File: src/core/pwr_seq_pkg.sv
// constants and carrier types for the power-up and wake sequencer
// assumes a 32-bit APB slave clocked by pclk at 125 MHz
package pwr_seq_pkg;

  // register byte offsets
  localparam logic [7:0]  CTRL_OFS         = 8'h00;
  localparam logic [7:0]  WAKE_MASK_OFS    = 8'h04;
  localparam logic [7:0]  STATUS_OFS       = 8'h08;
  localparam logic [7:0]  WAKE_CLEAR_OFS   = 8'h0c;

  // control register fields
  localparam int          PULSE_WIDTH_LSB  = 0;
  localparam int          PULSE_WIDTH_MSB  = 7;
  localparam int          FAST_DIRECT_BIT  = 8;
  localparam int          SLOW_DIRECT_BIT  = 9;
  localparam int          FAST_PD_BIT      = 10;
  localparam int          SLOW_PD_BIT      = 11;
  localparam int          CLK_SEL_BIT      = 12;
  localparam int          FORCE_FAST_BIT   = 13;
  localparam int          OK_IGNORE_BIT    = 14;
  localparam logic [31:0] CTRL_USED_MASK   = 32'h0000_7fff;
  localparam logic [31:0] CTRL_RESET       = 32'h0000_1308;

  // wake mask: all sources blocked after reset
  localparam logic [31:0] WAKE_MASK_RESET  = 32'hffff_ffff;

  // wake sources that need the 32 kHz clock running
  localparam logic [31:0] SLOW_CLK_SOURCES = 32'h0000_0038;

  // regulator and oscillator defaults
  localparam logic        SWITCHING_MODE   = 1'b0;
  localparam logic [4:0]  TARGET_1V8       = 5'h10;
  localparam logic [1:0]  FAST_MODE_SI_4M  = 2'h0;
  localparam logic [7:0]  FAST_TRIM_RESET  = 8'h00;
  localparam logic        CLK_SRC_FAST     = 1'b1;

  // synchroniser depth, also the settle time after the load pulse
  localparam logic [7:0]  SYNC_SETTLE      = 8'h02;

  typedef enum logic [4:0] {
    ST_RESET     = 5'b00001,
    ST_LOAD      = 5'b00010,
    ST_WAIT_OK   = 5'b00100,
    ST_ACTIVE    = 5'b01000,
    ST_WAKE_LOCK = 5'b10000
  } seq_state_e;

  typedef struct packed {
    logic       powerdown;
    logic [1:0] mode;
    logic [7:0] trim;
  } fast_osc_s;

  typedef struct packed {
    logic       mode_select;
    logic [4:0] target_voltage;
  } regulator_ctl_s;

endpackage

File: src/core/power_up_wake_sequencer.sv
// power-up reset sequencer and sleep wake path with an APB register file
// assumes presetn is the external reset pin; other inputs are synchronous
// to pclk except the regulator ok and the latched wake, which are resynced
//
// Overview of operation
// - reset pin low drives power-on, cold and warm resets low together.
// - during reset both oscillators enabled, fast one 4 MHz, trim zero.
// - reset pin release frees only power-on reset; cold and warm stay.
// - after power-on release one load pulse selects switching mode at 1.8 V.
// - load pulse width comes from the programmable width field.
// - regulator drops its ok output on the load pulse rising edge.
// - wait for regulator ok; a bypassed regulator counts as always ok.
// - on ok release cold and warm resets and enable cpu, sram, flash clocks.
// - in sleep any enabled wake event is captured and held.
// - a held wake removes the slow oscillator powerdown at once.
// - a held wake removes the fast oscillator powerdown at once.
// - wake clock follows select field once the resynced wake rises; force bit picks fast.
// - when the clock runs again after wake, raise the wake interrupt.
// - direct bit set: the powerdown bit drives the oscillator directly.
// - wake mask bit 0 enables a source, 1 blocks; software sets all after wake.
// - no internal reset is asserted on sleep entry or exit.
// - sleep entry is done by firmware; the sequencer only follows it.
// - without the slow clock only level gpio, comparator, probe, reset wake.
// - direct bit clear: powerdown waits until the processor halts.
`timescale 1ns/1ns
`default_nettype none
module power_up_wake_sequencer (
  input  wire logic                        pclk,
  input  wire logic                        presetn,
  input  wire logic                        psel,
  input  wire logic                        penable,
  input  wire logic                        pwrite,
  input  wire logic [7:0]                  paddr,
  input  wire logic [31:0]                 pwdata,
  output logic      [31:0]                 prdata,
  output logic                             pready,
  output logic                             pslverr,
  input  wire logic                        regulator_in_regulation,
  input  wire logic                        regulator_bypass_pin,
  output logic                             regulator_voltage_load_pulse,
  output pwr_seq_pkg::regulator_ctl_s      regulator_control,
  output pwr_seq_pkg::fast_osc_s           fast_osc_control,
  output logic                             slow_osc_powerdown,
  input  wire logic                        fast_osc_locked,
  input  wire logic                        slow_osc_locked,
  input  wire logic                        cpu_halted,
  input  wire logic [31:0]                 wake_events,
  output logic                             system_clock_source_select,
  output logic                             por_rst_n,
  output logic                             cold_rst_n,
  output logic                             warm_rst_n,
  output logic                             cpu_clk_en,
  output logic                             sram_clk_en,
  output logic                             flash_clk_en,
  output logic                             wake_interrupt
);
  import pwr_seq_pkg::*;

  seq_state_e  state_reg;
  seq_state_e  state_next;
  logic [31:0] ctrl_reg;
  logic [31:0] wake_mask_reg;
  logic [1:0]  rst_sync_reg;
  logic [1:0]  ok_sync_reg;
  logic [1:0]  wake_sync_reg;
  logic        wake_seen_d_reg;
  logic        wake_latched_reg;
  logic        sleep_reg;
  logic [7:0]  cnt_reg;
  logic [7:0]  pulse_len_reg;
  logic        pulse_reg;
  logic        fast_pd_reg;
  logic        slow_pd_reg;
  logic        clk_sel_reg;
  logic        irq_reg;
  logic        cold_reg;
  logic        por_reg;
  logic        clk_en_reg;
  logic        pready_reg;
  logic        pslverr_reg;
  logic [31:0] prdata_reg;

  logic        apb_access;
  logic        apb_write;
  logic        ok_eff;
  logic        wake_rise;
  logic        lock_ok;
  logic        wake_clear;
  logic [31:0] wake_enabled;
  logic [7:0]  pulse_width;

  function automatic logic addr_mapped(input logic [7:0] a);
    return (a == CTRL_OFS) || (a == WAKE_MASK_OFS) || (a == STATUS_OFS) ||
           (a == WAKE_CLEAR_OFS);
  endfunction

  function automatic logic [7:0] at_least_one(input logic [7:0] v);
    return (v == 8'h00) ? 8'h01 : v;
  endfunction

  // apb: one wait state, write and read data at the pready edge
  assign apb_access = psel && penable && pready_reg;
  assign apb_write  = apb_access && pwrite && addr_mapped(paddr);
  assign wake_clear = apb_write && (paddr == WAKE_CLEAR_OFS) && pwdata[0];

  always_ff @(posedge pclk or negedge presetn) begin
    if (!presetn) begin
      pready_reg  <= 1'b0;
      pslverr_reg <= 1'b0;
      prdata_reg  <= 32'h0000_0000;
    end else begin
      pready_reg  <= psel && penable && !pready_reg;
      pslverr_reg <= psel && penable && !pready_reg && !addr_mapped(paddr);
      if (psel && penable && !pready_reg && !pwrite) begin
        case (paddr)
          CTRL_OFS:      prdata_reg <= ctrl_reg;
          WAKE_MASK_OFS: prdata_reg <= wake_mask_reg;
          STATUS_OFS:    prdata_reg <= {16'h0000, 3'h0, state_reg, ok_eff,
                                        wake_latched_reg, irq_reg, clk_sel_reg,
                                        slow_pd_reg, fast_pd_reg, cold_reg, por_reg};
          default:       prdata_reg <= 32'h0000_0000;
        endcase
      end
    end
  end

  always_ff @(posedge pclk or negedge presetn) begin
    if (!presetn) begin
      ctrl_reg      <= CTRL_RESET;
      wake_mask_reg <= WAKE_MASK_RESET;
    end else if (apb_write) begin
      if (paddr == CTRL_OFS) begin
        ctrl_reg <= pwdata & CTRL_USED_MASK;
      end
      if (paddr == WAKE_MASK_OFS) begin
        wake_mask_reg <= pwdata;
      end
    end
  end

  // synchronisers; first stages feed only second stages
  always_ff @(posedge pclk or negedge presetn) begin
    if (!presetn) begin
      rst_sync_reg    <= 2'b00;
      ok_sync_reg     <= 2'b00;
      wake_sync_reg   <= 2'b00;
      wake_seen_d_reg <= 1'b0;
    end else begin
      rst_sync_reg    <= {rst_sync_reg[0], 1'b1};
      ok_sync_reg     <= {ok_sync_reg[0], regulator_in_regulation};
      wake_sync_reg   <= {wake_sync_reg[0], wake_latched_reg};
      wake_seen_d_reg <= wake_sync_reg[1];
    end
  end

  assign ok_eff      = regulator_bypass_pin || ok_sync_reg[1] ||
                       ctrl_reg[OK_IGNORE_BIT];
  assign wake_rise   = wake_sync_reg[1] && !wake_seen_d_reg;
  assign pulse_width = at_least_one(ctrl_reg[PULSE_WIDTH_MSB:PULSE_WIDTH_LSB]);
  assign lock_ok     = (ctrl_reg[FORCE_FAST_BIT] || ctrl_reg[CLK_SEL_BIT]) ?
                       fast_osc_locked : slow_osc_locked;
  // sources needing the slow clock only count while it runs
  assign wake_enabled = wake_events & ~wake_mask_reg &
                        (slow_pd_reg ? ~SLOW_CLK_SOURCES : 32'hffff_ffff);

  // sequencer
  always_comb begin
    state_next = state_reg;
    case (state_reg)
      ST_RESET:     if (rst_sync_reg[1]) state_next = ST_LOAD;
      ST_LOAD:      if (cnt_reg == pulse_width) state_next = ST_WAIT_OK;
      ST_WAIT_OK:   if (cnt_reg >= SYNC_SETTLE && ok_eff) state_next = ST_ACTIVE;
      ST_ACTIVE:    if (wake_rise) state_next = ST_WAKE_LOCK;
      ST_WAKE_LOCK: if (lock_ok) state_next = ST_ACTIVE;
      default:      state_next = ST_RESET;
    endcase
  end

  always_ff @(posedge pclk or negedge presetn) begin
    if (!presetn) begin
      state_reg <= ST_RESET;
      cnt_reg   <= 8'h00;
    end else begin
      state_reg <= state_next;
      if (state_next != state_reg) begin
        cnt_reg <= 8'h01;
      end else if (cnt_reg != 8'hff) begin
        cnt_reg <= cnt_reg + 8'h01;
      end
    end
  end

  // resets: asserted asynchronously, released on the clock
  always_ff @(posedge pclk or negedge presetn) begin
    if (!presetn) begin
      por_reg    <= 1'b0;
      cold_reg   <= 1'b0;
      clk_en_reg <= 1'b0;
    end else begin
      por_reg <= rst_sync_reg[1];
      if (state_reg == ST_WAIT_OK && state_next == ST_ACTIVE) begin
        cold_reg   <= 1'b1;
        clk_en_reg <= 1'b1;
      end
    end
  end

  // regulator load pulse, width counted from its rising edge
  always_ff @(posedge pclk or negedge presetn) begin
    if (!presetn) begin
      pulse_reg     <= 1'b0;
      pulse_len_reg <= 8'h00;
    end else begin
      if (state_reg == ST_RESET && rst_sync_reg[1]) begin
        pulse_reg <= 1'b1;
      end else if (state_reg == ST_LOAD && cnt_reg == pulse_width) begin
        pulse_reg <= 1'b0;
      end
      pulse_len_reg <= pulse_reg ? pulse_len_reg + 8'h01 : 8'h00;
    end
  end

  // sleep tracking and wake capture
  always_ff @(posedge pclk or negedge presetn) begin
    if (!presetn) begin
      sleep_reg        <= 1'b0;
      wake_latched_reg <= 1'b0;
    end else begin
      sleep_reg <= (state_reg == ST_ACTIVE) && cpu_halted;
      if (sleep_reg && (|wake_enabled)) begin
        wake_latched_reg <= 1'b1;
      end else if (wake_clear) begin
        wake_latched_reg <= 1'b0;
      end
    end
  end

  // oscillator powerdowns
  always_ff @(posedge pclk or negedge presetn) begin
    if (!presetn) begin
      fast_pd_reg <= 1'b0;
      slow_pd_reg <= 1'b0;
    end else if (state_reg != ST_ACTIVE || wake_latched_reg ||
                 (sleep_reg && (|wake_enabled))) begin
      fast_pd_reg <= 1'b0;
      slow_pd_reg <= 1'b0;
    end else begin
      fast_pd_reg <= ctrl_reg[FAST_PD_BIT] &&
                     (ctrl_reg[FAST_DIRECT_BIT] || cpu_halted);
      slow_pd_reg <= ctrl_reg[SLOW_PD_BIT] &&
                     (ctrl_reg[SLOW_DIRECT_BIT] || cpu_halted);
    end
  end

  // wake clock select and interrupt; set wins over clear
  always_ff @(posedge pclk or negedge presetn) begin
    if (!presetn) begin
      clk_sel_reg <= CLK_SRC_FAST;
      irq_reg     <= 1'b0;
    end else begin
      if (state_reg == ST_ACTIVE && wake_rise) begin
        clk_sel_reg <= ctrl_reg[FORCE_FAST_BIT] ? CLK_SRC_FAST :
                       ctrl_reg[CLK_SEL_BIT];
      end
      if (state_reg == ST_WAKE_LOCK && lock_ok) begin
        irq_reg <= 1'b1;
      end else if (wake_clear) begin
        irq_reg <= 1'b0;
      end
    end
  end

  assign prdata                       = prdata_reg;
  assign pready                       = pready_reg;
  assign pslverr                      = pslverr_reg;
  assign regulator_voltage_load_pulse = pulse_reg;
  assign regulator_control            = '{mode_select: SWITCHING_MODE,
                                          target_voltage: TARGET_1V8};
  assign fast_osc_control             = '{powerdown: fast_pd_reg, mode: FAST_MODE_SI_4M,
                                          trim: FAST_TRIM_RESET};
  assign slow_osc_powerdown           = slow_pd_reg;
  assign system_clock_source_select   = clk_sel_reg;
  assign por_rst_n                    = por_reg;
  assign cold_rst_n                   = cold_reg;
  assign warm_rst_n                   = cold_reg;
  assign cpu_clk_en                   = clk_en_reg;
  assign sram_clk_en                  = clk_en_reg;
  assign flash_clk_en                 = clk_en_reg;
  assign wake_interrupt               = irq_reg;
endmodule
`default_nettype wire

File: config.mk
export PLATFORM = sky130hd
export DESIGN_NAME = power_up_wake_sequencer
export DESIGN_NICKNAME = d
export VERILOG_FILES = /design/src/core/pwr_seq_pkg.sv /design/src/core/power_up_wake_sequencer.sv
export SDC_FILE = /design/constraint.sdc
export NUM_CORES = 1
export LEC_CHECK = 0
export BUFFER_PORTS_ARGS = -buffer_cell sky130_fd_sc_hd__buf_4
export CAP_MARGIN = 20
export CORE_MARGIN = 5
export CORE_UTILIZATION = 50
export DETAILED_ROUTE_END_ITERATION = 6
export PLACE_DENSITY = 0.75
export SYNTH_ARGS = -nofsm -noshare
export SYNTH_HDL_FRONTEND = slang
export SYNTH_SLANG_ARGS = --single-unit
File: constraint.sdc
create_clock -name pclk -period 2.4 [get_ports pclk]
set_clock_uncertainty 0.2 [all_clocks]
set_input_delay 0.12 -clock pclk [delete_from_list [all_inputs] [get_ports pclk]]
set_output_delay 0.12 -clock pclk [all_outputs]
set_load 0.02 [all_outputs]
-- Word-level counts from Yosys, hierarchy flattened
Cells that the tools add are included.
- logic and storage cells: 101
- register bits: 110
- eq/ne operators: 13
- bitwise logic cells: 3
- reduce and logical (&&, ||, !) cells: 43
- magnitude comparators: 1
- add/subtract/negate cells: 1
- mux-type cells: 20
- operators by type and width (kind ; count):
    case mux 32 bit (3 select lines) ; 1
    bitwise AND 32 bit ; 2
    inverter 32 bit ; 1
    OR reduction 32 bit ; 1
    two-way mux 5 bit ; 5
    case mux 5 bit (5 select lines) ; 1
    two-way mux 8 bit ; 3
    logical AND 1 bit ; 20
    equality test 8 x 4 -> 1 bit, second input constant ; 2
    logical NOT 8 bit ; 2
    equality test 5 x 4 -> 1 bit, second input constant ; 2
    logical OR 1 bit ; 10
    two-way mux 1 bit ; 9
    adder 8 x 1 -> 8 bit, second input constant ; 1
    equality test 8 x 3 -> 1 bit, second input constant ; 1
    equality test 8 bit ; 1
    >= comparator 8 x 2 -> 1 bit, second input constant ; 1
    != test 8 bit, second input constant ; 1
    nonzero test 2 bit ; 4
    two-way mux 6 bit ; 1
    equality test 5 x 1 -> 1 bit, second input constant ; 1
    equality test 5 x 2 -> 1 bit, second input constant ; 1
    equality test 5 x 3 -> 1 bit, second input constant ; 1
    equality test 5 bit, second input constant ; 1
    4 further kinds ; 8

-- Longest topological paths before layout
- depth after elaboration: 9
- depth in mapped cells: 7
- gate-level depth less buffers: 7

-- Worst setup path before layout
Ideal clock, no wire load.
- path kind: reg-to-reg
- start: register state_reg[2]
- end: register cnt_reg[0]
- setup slack: 0.214 ns
- period minus slack after synthesis: 2.186 ns
- arrival time: 1.865 ns
- library setup time: 0.121 ns
- stages on the path, launching flop included: 8
- buffers on the path: 2
- cell sequence: dfrtp_1 > buf_6 > or3_1 > buf_6 > a2111oi_4 > o22ai_1 > a311o_2 > nand2b_1
- word-level cells in the longest chain between the ends: 4
- elaborated cells between the ends (all ways): 14
- ends and longest elaborated chain (element ; line ; RTL):
    start: declaration ; power_up_wake_sequencer.sv:59 ; seq_state_e state_reg;
    start signal: assignment ; power_up_wake_sequencer.sv:184 ; state_reg <= state_next;
    equality test 5 bit (tied with other cells) ; power_up_wake_sequencer.sv:169 ; case (state_reg)
    case mux 5 bit (5 select lines) ; power_up_wake_sequencer.sv:169 ;
    != test 5 bit (*) ; power_up_wake_sequencer.sv:185 ; if (state_next != state_reg) begin
    two-way mux 8 bit or nonzero test 2 bit (tied branches) ; n/a ;
    end signal: assignment ; power_up_wake_sequencer.sv:188 ; cnt_reg <= cnt_reg + 8'h01;
    end: declaration ; power_up_wake_sequencer.sv:69 ; logic [7:0] cnt_reg;
Mark *: on every way between the ends. The rest lies on a longest branch, timed or not.
A chain may end at the register's enable or synchronous reset.

-- Worst setup path in the final report
- start: register cnt_reg[0]
- end: register cnt_reg[0]
- word-level cells in the longest chain between the ends: 6
- elaborated cells between the ends (all ways): 12
- ends and longest elaborated chain (element ; line ; RTL):
    >= comparator 8 x 2 -> 1 bit ; power_up_wake_sequencer.sv:172 ; ST_WAIT_OK: if (cnt_reg >= SYNC_SETTLE && ok_eff) state_next = ST_ACTIVE;
    logical AND 1 bit ; power_up_wake_sequencer.sv:172 ;
    two-way mux 5 bit ; power_up_wake_sequencer.sv:172 ;
    case mux 5 bit (5 select lines) ; power_up_wake_sequencer.sv:169 ;
    != test 5 bit ; power_up_wake_sequencer.sv:185 ;
    two-way mux 8 bit or nonzero test 2 bit (tied branches) ; n/a ;
Parallel ways exist; a longest one is shown, timed or not. The select of a mux whose other input is x is not followed.

==> results.toml <==
[yosys]
yosysSeqAreaShare_pct = 53.1
async_flop_share_pct = 100
synth-edff-count = 0
synthAdderAreaFrac_pct = 0.475
synth_xor_area_share_pct = 1.83
synth_area_leaders = "dfrtp_1, dfstp_2, mux2_2"
synth-seq-cells = 110
synth_cell_types = 60
syn_avg_cell_area_um2 = 11.2
synth_common_cells = "dfrtp_1, mux2_2, dfstp_2"
synthFlopType = "dfrtp_1"
synth.most_common_cell = "dfrtp_1"
synth_top_area_share_pct = 34.2
yosys-mux-area-fraction_pct = 12.9
synthSimpleGateAreaFrac_pct = 11.2
synth_cells = 470
yosysWarnings = 0
synth_compound_area_share_pct = 12.9
synth_top_family_by_area = "compound AO/OA/AOI/OAI gates"
synth_area_leader_cell = "dfrtp_1"
synth_area_mm2 = 0.00527

[clock_network]
cts.htree.levels = 3
clockBufferDepth = 2
post_cts_buffers = 0
cts_tree = "yes"
insertion_delay_ps = 380
numCtsBuffers = 9
clkSinkCount = 110
path_clk_slew_ps = 100
cts-root-buf = "clkbuf_8"

[place]
port-buffer-count = 126
dpl.hpwl_mm = 10.2
routabilityCongestion = 0.868
place_ws_ps = 102
placed_cell_area_mm2 = 0.00626

[worst_setup_path]
worst_setup_path_start_kind = "flop"
crit_family = "compound AO/OA/AOI/OAI gates"
worstPathMaxFanout = 8
cp.required_ps = 2470
arrival_ps = 2370
crit_buf_inv = 1
critPathKind = "flop to flop"
max_stage_delay_ps = 430
worst_setup_path_end_kind = "flop"
critPathSlowestCell = "dfrtp_1"
crit_chain = "inv_1 > ha_1 > nor4_1 > a21oi_1 > o31a_2 > a311o_2 > nand2b_1"

[layout]
seq_area_mm2 = 0.00280
fillCellCount = 830
stdcell_area_mm2 = 0.00682
drive_gt1_share_pct = 38.8
area_growth_pct = 29.4
diodes = 0
multi_input_area_mm2 = 0.00214
nets = 713

[sta]
rsz0062_at_grt = "no"
setup_ws_ps = 97.3
tightest_slew_ps = 843
period_share_pct = 95.9
slew_headroom_pct = 43.6
max_freq_ghz = 0.434
maxSlewViolCount = 0
fin_crit_ps = 2300
hold_viol_final = 0
tns_ps = 0
setup_viol = 0

[route]
wl_met1_mm = 5.70
avgViaCountPerCell = 5.34
drt-initial-drc-count = 224
ant_nets = 0
wl_met2_mm = 6.74
drc = 0
drt_wl_total_mm = 13.7
route.met3.wl_um = 961
num_vias = 4109
wl_per_cell_um = 17.8
first_pass_iters = 4
topRoutingLayerUsed = "met4"

[power]
vdd_drop_max_uv = 261
p_leak_nw = 3.21
pwr_density_cell_mw_per_mm2 = 569

[floorplan]
io-pin-count = 143
core_mm2 = 0.0103
start_util_pct = 51.1
die_area_mm2 = 0.0127
die_h_um = 113
rows = 37
die_x_um = 113

[grt]
grt_pass1_wl_mm = 21.9
grt_use_total_pct = 21.8
antenna_found_initial = 0
grt_pass1_vias = 4198
grt_max_degree = 84
grt-ovfl-total = 0

[worst_hold_path]
hold_path.class = "input pin to flop"

[run]
max-cap-violations = 0

[status]
status = "finished clean"
report_power, final:
group	internal, mW	switching, mW
Sequential	1.94	0.0878
Clock	0.386	0.637
Combinational	0.394	0.434
Total	2.72	1.16
area by class of cell:
type                    instances  share of cell area, %
well taps                     136                   2.49
flip-flops and latches        110                   41.0
clock inverters                 6                  0.679
inverters                      25                   1.38
repair buffers                178                   21.2
multi-input cells             305                   31.3
clock buffers                  10                   1.87
per-layer routing:
| layer | track usage, % | up-vias |
|---|---|---|
| li1 | - | 1941 |
| met1 | 29.4 | 1974 |
| met2 | 35.2 | 163 |
| met3 | 4.71 | 31 |
| met4 | 7.37 | 0 |
| met5 | 0 | - |
placed cells by master, fill, tap and decap left out, drive strengths merged, types with 2 or more instances in the layout:
cell | netlist | final
buf | 32 | 139
dfrtp | 72 | 72
mux2 | 47 | 47
dlygate4sd3 | 0 | 39
dfstp | 38 | 38
nor2 | 36 | 36
inv | 25 | 27
nand2 | 24 | 24
o21ai | 23 | 23
a21oi | 20 | 20
a22o | 18 | 18
conb | 2 | 17
mux2i | 15 | 15
nor2b | 13 | 13
clkbuf | 13 | 10
nand3 | 8 | 8
nor4 | 7 | 7
or3 | 6 | 6
xnor2 | 6 | 6
nor3 | 5 | 5
xor2 | 5 | 5
o22ai | 5 | 5
nand2b | 5 | 5
a2111oi | 4 | 4
nand4 | 3 | 3
nand3b | 3 | 3
a211oi | 3 | 3
a31oi | 2 | 2
and2 | 2 | 2
a222oi | 2 | 2
or4 | 2 | 2
o211ai | 2 | 2
o2bb2ai | 2 | 2
ha | 2 | 2
clkinvlp | 0 | 2
clkinv | 0 | 2
timing repair:
item                                    CTS  global route
gates resized for setup                   0             1
endpoints found under the setup margin    0             1
endpoints found under the hold margin   130             0
hold buffers                             39             0
per-stage QoR:
| step | cells | util [%] | hold WS [ps] | power [mW] |
|---|---|---|---|---|
| 2_1_floorplan | 485 | - | -376 | 2.56 |
| 3_5_place_dp | 715 | 60.6 | -138 | 2.83 |
| 6_report | 770 | 66.1 | 0.0936 | 3.88 |
| 4_1_cts | 770 | 66.1 | 2.13 | 3.89 |
| 3_3_place_gp | 715 | 60.6 | -141 | 2.80 |
| 5_1_grt | 770 | 66.1 | 36.3 | 4.06 |
final timing paths:
check / slack [ps] / to / cells past startpoint / from
worst max-delay path: 100 / cnt_reg[0] / 7 / cnt_reg[0]
worst min-delay path: 0.09 / pslverr / 4 / paddr[1]
worst max register to register: 100 / cnt_reg[0] / 7 / cnt_reg[0]
worst min register to register: 160 / wake_sync_reg[1] / 0 / wake_sync_reg[0]
max in group asynchronous: 640 / state_reg[4] / 3 / presetn
min in group asynchronous: 100 / state_reg[0] / 2 / presetn
kinds of logic after synthesis:
| group | after synthesis |
|---|---|
| AOI/OAI and AO/OA | 95 |
| xor gates and xnor gates | 11 |
| adders and majority gates | 2 |
| buffers and inverters | 70 |
| DFF | 110 |
| muxes | 62 |
| other | 2 |
| and+or+nand+nor | 118 |
worst reg2reg max path: stages, from the launching register on:
cell and delay [ps]:
dfrtp_1 430, inv_1 110, ha_1 210, nor4_1 190
a21oi_1 160, o31a_2 340, a311o_2 400, nand2b_1 170
Power figures use the tool's default switching activity.
